$ cat src/design/sat_pkg.sv
/*
 * Shared constants and types for the store/arm/trigger control sequencer.
 * Assumes a single 10 MHz core clock and a synchronous, active-low reset.
 */
package sat_pkg;
  localparam int unsigned clk_period_ns = 100;
  localparam int unsigned sync_stages   = 2;
  localparam int unsigned holdoff_sweeps = 2;
  localparam logic        armed_rst     = 1'b0;
  localparam logic        sr_rst        = 1'b0;
  localparam logic        parity_rst    = 1'b0;
  localparam logic        two_sweep_rst = 1'b0;
  localparam logic        roll_ho_rst   = 1'b1;
  localparam logic        roll_prime_rst = 1'b1;
  localparam logic [1:0]  tp_zero       = 2'h0;

  typedef enum logic [1:0] {
    sat_mode_normal,
    sat_mode_refresh,
    sat_mode_roll
  } sat_mode_t;
endpackage : sat_pkg

$ cat src/design/sat_btn_if.sv
/*
 * Carries one conditioned button between the conditioner and the sequencer.
 * Assumes both ends run on the core clock.
 */
`timescale 1ns/1ps
interface sat_btn_if;
  logic press;
  modport src (output press);
  modport dst (input press);
endinterface : sat_btn_if

$ cat src/design/sat_btn_cond.sv
/*
 * Two-flop synchroniser and rising-edge detector for a debounced button.
 * Assumes the button is already debounced; gives one pulse per press.
 */
`timescale 1ns/1ps
module sat_btn_cond (
  input  wire logic core_clk,
  input  wire logic reset_n,
  input  wire logic btn_in,
  sat_btn_if.src    btn
);
  logic meta_reg;
  logic sync_reg;
  logic last_reg;
  logic press_reg;

  // Only sync_reg looks at meta_reg; the edge detect reads the second stage
  always_ff @(posedge core_clk) begin
    if (!reset_n) begin
      meta_reg  <= 1'b0;
      sync_reg  <= 1'b0;
      last_reg  <= 1'b0;
      press_reg <= 1'b0;
    end else begin
      meta_reg  <= btn_in;
      sync_reg  <= meta_reg;
      last_reg  <= sync_reg;
      press_reg <= sync_reg & ~last_reg;
    end
  end

  assign btn.press = press_reg;
endmodule : sat_btn_cond

$ cat src/design/sat_store_arm_trigger.sv
/*
 * Arm, trigger and stored sequencer for the acquisition store in refreshed
 * and roll display modes, with the two-sweep and roll hold-offs.
 * Assumes all status inputs except the buttons are on core_clk already.
 */
`timescale 1ns/1ps
module sat_store_arm_trigger (
  input  wire logic       core_clk,
  input  wire logic       reset_n,
  input  wire logic       store_btn,
  input  wire logic       release_btn,
  input  wire logic       refresh_write_bs,
  input  wire logic       display_ramp_bs,
  input  wire logic       store_stop,
  input  wire logic       write_addr_lsb,
  input  wire logic       mode_roll,
  input  wire logic       mode_normal,
  input  wire logic       fast_refresh_range_line,
  input  wire logic       dual_trace,
  input  wire logic [1:0] trigger_point_switch,
  output logic            trigger_enable_line,
  output logic            armed_indicator,
  output logic            triggered_indicator,
  output logic            stored_indicator,
  output logic            refreshed_mode_indicator,
  output logic            store_write_enable,
  output logic            read_addr_lsb,
  output logic            sweep_inhibit,
  output logic [1:0]      trigger_point_offset
);
  sat_btn_if store_if ();
  sat_btn_if release_if ();

  sat_btn_cond u_store_cond (
    .core_clk (core_clk),
    .reset_n  (reset_n),
    .btn_in   (store_btn),
    .btn      (store_if.src)
  );

  sat_btn_cond u_release_cond (
    .core_clk (core_clk),
    .reset_n  (reset_n),
    .btn_in   (release_btn),
    .btn      (release_if.src)
  );

  // The sweep counter is two bits wide, so no more than four sweeps can be
  // held off; a larger count would wrap and release the trigger too early
  if (sat_pkg::holdoff_sweeps < 1 || sat_pkg::holdoff_sweeps > 4) begin : g_bad_holdoff
    $error("holdoff_sweeps out of range");
  end

  // Status lines from the timebase and store are on core_clk already
  logic refresh_last_reg;
  logic ramp_last_reg;
  logic wlsb_last_reg;
  logic stop_last_reg;

  logic armed_flop_reg;
  logic armed_flop_next;
  logic store_release_flop_reg;
  logic store_release_flop_next;
  logic sweep_parity_flop_reg;
  logic two_sweep_holdoff_flop_reg;
  logic roll_holdoff_flop_reg;
  logic roll_holdoff_prime_flop_reg;
  logic [1:0] sweep_cnt_reg;

  wire store_press   = store_if.press;
  wire release_press = release_if.press;
  wire trig_rise     = refresh_write_bs & ~refresh_last_reg;
  wire write_end     = ~refresh_write_bs & refresh_last_reg;
  wire sweep_end     = ~display_ramp_bs & ramp_last_reg;
  wire wlsb_toggle   = write_addr_lsb ^ wlsb_last_reg;
  wire stop_rise     = store_stop & ~stop_last_reg;
  // Both mode lines low means refreshed; normal mode is decoded only so that
  // the refreshed indicator and the two-sweep hold-off stay out of it
  wire refreshed     = ~mode_roll & ~mode_normal;
  wire fast_ho_en    = refreshed & fast_refresh_range_line;

  // Indicator decode follows the gate network: stored needs the flop set, the
  // write sequence finished and the armed flop clear
  wire stored_cond    = store_release_flop_reg & ~refresh_write_bs
                        & ~armed_flop_reg;
  wire triggered_cond = store_release_flop_reg & refresh_write_bs;

  // Arm/store term: after RELEASE the line is free outside roll, otherwise the
  // armed flop and the roll hold-off both have to agree
  wire arm_term   = (~store_release_flop_reg & ~mode_roll)
                    | (armed_flop_reg & roll_holdoff_flop_reg);
  wire ho_blocks  = fast_ho_en & two_sweep_holdoff_flop_reg;
  wire trig_en    = arm_term & ~ho_blocks;

  // Set wins over the trigger clear: a STORE in the same cycle as a trigger rearms
  always_comb begin
    // RELEASE is tested before STORE in one if/else, so it wins over a STORE in the same cycle
    armed_flop_next         = armed_flop_reg;
    store_release_flop_next = store_release_flop_reg;
    if (trig_rise) begin
      armed_flop_next = 1'b0;
    end
    if (release_press) begin
      armed_flop_next         = 1'b0;
      store_release_flop_next = 1'b0;
    end else if (store_press) begin
      armed_flop_next         = 1'b1;
      store_release_flop_next = 1'b1;
    end
  end

  // Trigger history: a rise is a new trigger, a fall ends the writing sequence
  always_ff @(posedge core_clk) begin
    if (!reset_n) begin
      refresh_last_reg <= 1'b0;
    end else begin
      refresh_last_reg <= refresh_write_bs;
    end
  end

  // Ramp history: only the falling edge, the end of a sweep, is used
  always_ff @(posedge core_clk) begin
    if (!reset_n) begin
      ramp_last_reg <= 1'b0;
    end else begin
      ramp_last_reg <= display_ramp_bs;
    end
  end

  // Any change of the write address lsb counts, so both edges are kept
  always_ff @(posedge core_clk) begin
    if (!reset_n) begin
      wlsb_last_reg <= 1'b0;
    end else begin
      wlsb_last_reg <= write_addr_lsb;
    end
  end

  // STOP from the store is a short pulse; only its rise sets the hold-off
  always_ff @(posedge core_clk) begin
    if (!reset_n) begin
      stop_last_reg <= 1'b0;
    end else begin
      stop_last_reg <= store_stop;
    end
  end

  // Armed: set by STORE, cleared by a trigger or by RELEASE
  always_ff @(posedge core_clk) begin
    if (!reset_n) begin
      armed_flop_reg <= sat_pkg::armed_rst;
    end else begin
      armed_flop_reg <= armed_flop_next;
    end
  end

  // Set by STORE, cleared by RELEASE; marks that a result is being kept
  always_ff @(posedge core_clk) begin
    if (!reset_n) begin
      store_release_flop_reg <= sat_pkg::sr_rst;
    end else begin
      store_release_flop_reg <= store_release_flop_next;
    end
  end

  // Parity toggles on every display sweep end
  always_ff @(posedge core_clk) begin
    if (!reset_n) begin
      sweep_parity_flop_reg <= sat_pkg::parity_rst;
    end else if (sweep_end) begin
      sweep_parity_flop_reg <= ~sweep_parity_flop_reg;
    end
  end

  // A write that is still running keeps the hold-off set, so a sweep cut short
  // by it can never count towards the two
  wire ho_set   = trig_rise | refresh_write_bs;
  wire ho_count = two_sweep_holdoff_flop_reg & sweep_end;
  wire ho_last  = (sweep_cnt_reg == 2'(sat_pkg::holdoff_sweeps - 1));

  // Hold-off counts finished sweeps only after the write ends; sweeps cut
  // short by the write are not counted, so a full read is guaranteed
  always_ff @(posedge core_clk) begin
    if (!reset_n || !fast_ho_en) begin
      two_sweep_holdoff_flop_reg <= sat_pkg::two_sweep_rst;
      sweep_cnt_reg              <= 2'h0;
    end else if (ho_set) begin
      two_sweep_holdoff_flop_reg <= 1'b1;
      sweep_cnt_reg              <= 2'h0;
    end else if (ho_count) begin
      if (ho_last) begin
        two_sweep_holdoff_flop_reg <= 1'b0;
        sweep_cnt_reg              <= 2'h0;
      end else begin
        sweep_cnt_reg <= sweep_cnt_reg + 2'h1;
      end
    end
  end

  // Roll hold-off: the prime flop stops an existing address match from
  // clearing the hold-off the moment STORE is pressed
  wire roll_clear = stored_cond;
  wire prime_set  = wlsb_toggle & ~roll_holdoff_prime_flop_reg;
  wire roll_set   = stop_rise & roll_holdoff_prime_flop_reg;

  // The stored condition holds both flops clear for as long as it lasts, like
  // a level clear input, so it wins over a STOP in the same cycle
  always_ff @(posedge core_clk) begin
    if (!reset_n || !mode_roll) begin
      roll_holdoff_prime_flop_reg <= sat_pkg::roll_prime_rst;
    end else if (roll_clear) begin
      roll_holdoff_prime_flop_reg <= 1'b0;
    end else if (prime_set) begin
      roll_holdoff_prime_flop_reg <= 1'b1;
    end
  end

  always_ff @(posedge core_clk) begin
    if (!reset_n || !mode_roll) begin
      roll_holdoff_flop_reg <= sat_pkg::roll_ho_rst;
    end else if (roll_clear) begin
      roll_holdoff_flop_reg <= 1'b0;
    end else if (roll_set) begin
      roll_holdoff_flop_reg <= 1'b1;
    end
  end

  // Registered once more, so enable follows the state flops by one cycle
  wire       trigger_enable_next = trig_en;
  wire       armed_ind_next      = armed_flop_reg;
  wire       triggered_ind_next  = triggered_cond;
  wire       stored_ind_next     = stored_cond;
  wire       mode_ind_next       = refreshed & ~stored_cond;
  // Roll writes continuously except in the stored condition; refreshed
  // writing is paced by the write bistable, not by this line
  wire       write_enable_next   = ~(mode_roll & stored_cond);
  // Single trace reads every address, so the parity bit is masked off
  wire       read_lsb_next       = dual_trace & sweep_parity_flop_reg;
  wire       sweep_inhibit_next  = fast_ho_en & refresh_write_bs;
  wire [1:0] tp_offset_next      = refresh_write_bs ? trigger_point_switch
                                                    : sat_pkg::tp_zero;

  always_ff @(posedge core_clk) begin
    if (!reset_n) begin
      trigger_enable_line <= 1'b0;
    end else begin
      trigger_enable_line <= trigger_enable_next;
    end
  end

  always_ff @(posedge core_clk) begin
    if (!reset_n) begin
      armed_indicator <= 1'b0;
    end else begin
      armed_indicator <= armed_ind_next;
    end
  end

  always_ff @(posedge core_clk) begin
    if (!reset_n) begin
      triggered_indicator <= 1'b0;
    end else begin
      triggered_indicator <= triggered_ind_next;
    end
  end

  always_ff @(posedge core_clk) begin
    if (!reset_n) begin
      stored_indicator <= 1'b0;
    end else begin
      stored_indicator <= stored_ind_next;
    end
  end

  always_ff @(posedge core_clk) begin
    if (!reset_n) begin
      refreshed_mode_indicator <= 1'b0;
    end else begin
      refreshed_mode_indicator <= mode_ind_next;
    end
  end

  // Comes out of reset high, so the store is loaded from the start
  always_ff @(posedge core_clk) begin
    if (!reset_n) begin
      store_write_enable <= 1'b1;
    end else begin
      store_write_enable <= write_enable_next;
    end
  end

  always_ff @(posedge core_clk) begin
    if (!reset_n) begin
      read_addr_lsb <= 1'b0;
    end else begin
      read_addr_lsb <= read_lsb_next;
    end
  end

  // A sweep already running ends by itself; only new sweeps are stopped
  always_ff @(posedge core_clk) begin
    if (!reset_n) begin
      sweep_inhibit <= 1'b0;
    end else begin
      sweep_inhibit <= sweep_inhibit_next;
    end
  end

  always_ff @(posedge core_clk) begin
    if (!reset_n) begin
      trigger_point_offset <= sat_pkg::tp_zero;
    end else begin
      trigger_point_offset <= tp_offset_next;
    end
  end
endmodule : sat_store_arm_trigger

$ cat config.mk
export PLATFORM = sky130hd
export DESIGN_NAME = sat_store_arm_trigger
export DESIGN_NICKNAME = d
export VERILOG_FILES = /design/src/design/sat_pkg.sv /design/src/design/sat_btn_if.sv /design/src/design/sat_btn_cond.sv /design/src/design/sat_store_arm_trigger.sv
export SDC_FILE = /design/constraint.sdc
export NUM_CORES = 1
export LEC_CHECK = 0
export BUFFER_PORTS_ARGS = -buffer_cell sky130_fd_sc_hd__clkbuf_2
export CAP_MARGIN = 10
export CORE_UTILIZATION = 45
export DETAILED_ROUTE_END_ITERATION = 6
export PLACE_DENSITY = 0.82
export SETUP_SLACK_MARGIN = 0.4
export SLEW_MARGIN = 20
export SYNTH_ARGS = -nofsm -noshare
export SYNTH_HDL_FRONTEND = slang
export SYNTH_HIERARCHICAL = 1
export SYNTH_SLANG_ARGS = --single-unit
export TNS_END_PERCENT = 30
$ cat constraint.sdc
create_clock -name core_clk -period 0.98 [get_ports core_clk]
set_input_delay 0.196 -clock core_clk [delete_from_list [all_inputs] [get_ports core_clk]]
set_output_delay 0.196 -clock core_clk [all_outputs]
set_load 0.01 [all_outputs]
[Word-level counts from Yosys, hierarchy flattened]
Cells that the tools add are included.
Storage, ports and cells
  bits in registers: 30
  input bits: 14
  output and inout port bits: 10
  logic and storage cells: 94
Cells by class
  add/sub/neg operators: 1
  eq/ne operators: 1
  mux-type cells: 10
  bitwise operators: 40
  reduce and logical (&&, ||, !) cells: 14
Operators with widths (number)
  $and 1x1->1: 21
  $not 1->1: 16
  $reduce_bool 2->1: 5
  $mux 1: 9
  $reduce_and 2->1: 2
  $reduce_or 2->1: 2
  $logic_not 1->1: 3
  $add 2x1->2 const B: 1
  $eq 2x1->1 const B: 1
  $logic_or 1x1->1: 2
  $mux 2: 1
  $or 1x1->1: 2
  $xor 1x1->1: 1

[Logic depth before layout (Yosys ltp)]
  depth after elaboration: 6
  mapped depth: 3
  gate-level depth less buffers: 3

[Modules after synthesis]
The synthesis kept the hierarchy.
By module, submodules not included
  sat_store_arm_trigger: instances 1, cells each 68, area each 745.7 um^2, sequential area each 440.4 um^2
  sat_btn_cond: instances 2, cells each 8, area each 111.4 um^2, sequential area each 80.1 um^2

[Least setup slack after synthesis]
No wires, ideal clock.
  kind: reg-to-reg
  start point: reg ramp_last_reg
  end point: reg sweep_cnt_reg[1]
  setup time: 0.100 ns
  arrival: 0.866 ns
  data required time: 0.880 ns
  path slack: 0.015 ns
  cell stages (with the launch flop): 4
  path buffers: 0
  period minus slack after synthesis: 0.965 ns
  path through: dfxtp_1 -> nor2b_4 -> and2_4 -> a2111oi_4
Between the ends
  longest elaborated chain between the ends: 2
RTL lines
  start, declared: RTL line sat_store_arm_trigger.sv:56  | logic ramp_last_reg;
  start signal, assigned: RTL line sat_store_arm_trigger.sv:126  | ramp_last_reg <= display_ramp_bs;
  $and 1x1->1: RTL line sat_store_arm_trigger.sv:74  | wire sweep_end = ~display_ramp_bs & ramp_last_reg;
  $and 1x1->1: RTL line sat_store_arm_trigger.sv:178  | wire ho_count = two_sweep_holdoff_flop_reg & sweep_end;
  end signal, assigned: RTL line sat_store_arm_trigger.sv:195  | sweep_cnt_reg <= sweep_cnt_reg + 2'h1;
  end, declared: RTL line sat_store_arm_trigger.sv:68  | logic [1:0] sweep_cnt_reg;
Every way passes these cells.
A chain may end at the register's enable or synchronous reset.

[Final worst setup path]
Ends and elaborated chain as after synthesis.

==> run metrics <==
status=finished, final reports clean; Ys Warns=6; dpl ws=-0.0277 ns; Top Ports=24; footprint of the multi-input gates=383 um^2; Hold WC Path Type=primary input to flip-flop; Core ar.=between 0.002 and 0.0025 mm^2; first-pass GRT wire length=2.65 mm; layout cells sized above 1=0.564; startpoint class of the critical path=flip-flop; die area=0.00234 mm^2; post-route ant nets=0; sequential element share of the synthesized area=0.620; # DRC=0; Starting DRT DRC Count=13; drt pass-1 iters=4; Seq cells post-synth=30; final period utilization=0.979; CTS clk-pin slew, worst paths=0.08 ns; Worst Path Class, Setup=flip-flop to flip-flop; Worst-Skew Late Latency=approximately 0.32 ns; Die X=48.4 um; placed cell count=around 140; Leakage=0.000566 uW; Tmin final=0.959 ns; worst-path cell chain=nor2b_4 > and2_4 > a2111oi_4; synthesized cell area=around 970 um^2; CTS tree=yes; Rows=16; Max Clock Freq=1.04 GHz; Net Count, Synth=98; Max-cap violations=0; Finish-stage setup viols=0; Slew @ Worst Pin=0.238 ns; Max VDD drop=roughly 1.1 mV; routed via count=about 680; cells after synthesis=84; critical path endpoint category=flip-flop; max_slew headroom=0.842; I/O Buffers=23; final hold vios=0; vias in the first global route=656; Final WS setup=approximately 0.021 ns; initial antenna violation count=0; CP delay by family, top=flip-flops; clk_skew=0.00481 ns; R2R depth=3; Overall Global Routing Usage=0.158; H-tree Lvls=2; Clock Path Buffers=2; root buffer cell=clkbuf_4; CTS Hold Bufs=0; Crit-path slowest cell=dfxtp_2; syn_area_per_cell=11.5 um^2; Hold Crit Start=store_btn; worst r2r dst=sweep_cnt_reg[1]; fillcell total=177; largest net degree at the start of global routing=17; Worst R2R Setup Slack=0.02 ns; Initial Utilization=0.484; synth unique cells=27; Syn-to-layout area delta=33.1%; RR Startpoint=ramp_last_reg; final wirelength=1.60 mm; crit path DAT=1.18 ns; cts bufs inserted=5; GP Congestion=0.699; clock sinks=30; drt via density=4.69; RSZ-0062 raised after global routing=yes; commonest non-fill, non-tap cells in the layout=dfxtp_1 (17), clkbuf_2 (13), dfxtp_2 (11); CP Max Fanout=2; Post-DP HPWL=1.10 mm; global route overflow=0; Antenna Cells=0; DR WL/cell=11.1 um; final std cells w/o fill=144; critical path's largest stage delay=0.33 ns; commonest non-fill, non-tap cell in the layout=dfxtp_1; Endpoint, Worst Hold=u_store_cond/meta_reg; hold path cells=2; NumNets Final=130; Buf/Inv on CP=0; Seq. cell area=roughly 620 um^2; CP required=1.21 ns; Final Max Slew Viols=0; Chip Height=48.4 um; Power Dens Cells=roughly 1700 mW/mm^2
report_power, final:
part	internal, uW	switching [uW]
Sequential	1250	17.2
Clock	347	378
Combinational	80.3	69.8
cell families after synthesis:
logic type             count (synthesis)  synth area share
AND/OR/NAND/NOR                       38             0.257
flip-flops                            30             0.620
AO/OA/AOI/OAI                          8            0.0749
buffers and inverters                  5            0.0207
XOR/XNOR                               3            0.0271
per-stage QoR:
stage	utilization	TNS, ns	total power [uW]	hold slack [ns]	area [um^2]
6_report	0.644	0	2150	0.0959	1290
5_1_grt	0.644	-0.149	2260	0.0796	1290
4_1_cts	0.608	0	2160	0.0835	1220
3_5_place_dp	0.574	-0.0277	1440	0.421	1150
3_3_place_gp	0.574	0	1430	0.417	1150
2_1_floorplan	-	0	1360	0.268	977
worst max-delay path by stage:
stage / startpoint / endpoint / cells after the start
after detailed placement: mode_roll / two_sweep_holdoff_flop_reg / 4
final: ramp_last_reg / sweep_cnt_reg[1] / 3
after global placement: ramp_last_reg / sweep_cnt_reg[1] / 3
after global routing: trigger_point_offset[0] / trigger_point_offset[0] / 1
after floorplan: ramp_last_reg / sweep_cnt_reg[1] / 3
after CTS: triggered_indicator / triggered_indicator / 1
Yosys cell counts:
library cell / instances / area [um^2]
o21ai_0: 1 / 5.00
and2_1: 6 / 37.5
nor2_2: 1 / 6.26
o21ai_1: 1 / 5.00
xor2_1: 3 / 26.3
and2_2: 7 / 52.6
nor3b_2: 1 / 12.5
nor3_1: 1 / 5.00
nor2b_4: 1 / 13.8
a31oi_1: 1 / 6.26
nand3b_1: 1 / 7.51
and3b_1: 2 / 17.5
buf_2: 1 / 5.00
a311oi_1: 1 / 8.76
dfxtp_1: 30 / 601
nand3_1: 2 / 10.0
nand2b_1: 1 / 6.26
nor2_1: 6 / 22.5
inv_2: 1 / 3.75
and3_1: 5 / 31.3
a2111oi_4: 1 / 27.5
nand2_1: 2 / 7.51
o211ai_1: 2 / 15.0
and2_4: 1 / 8.76
nand3_2: 1 / 10.0
inv_1: 3 / 11.3
a21oi_1: 1 / 5.00
final cells by class:
| type | count | share of cell area |
|---|---|---|
| multi-input combinational | 49 | 0.297 |
| tap | 27 | 0.0262 |
| clock inverter | 1 | 0.00388 |
| clock buffer | 7 | 0.0427 |
| sequential | 30 | 0.483 |
| inverter | 4 | 0.0117 |
| timing repair buffer | 26 | 0.136 |
per-layer routing:
layer | GRT usage | up-vias | wire length (um)
li1 | - | 340 | -
met1 | 0.163 | 308 | 649
met2 | 0.261 | 24 | 812
met3 | 0.0881 | 4 | 116
met4 | 0.0735 | 0 | 17
met5 | 0 | - | 0
what timing repair did:
action	in CTS	in global routing
cloned	0	0
hold endpoints to repair	0	0
endpoints found under the setup margin	27	28
gates resized for setup	2	33
buffers inserted	0	1
pin swaps	0	16
No activity file was read; power rests on OpenSTA's default activity.
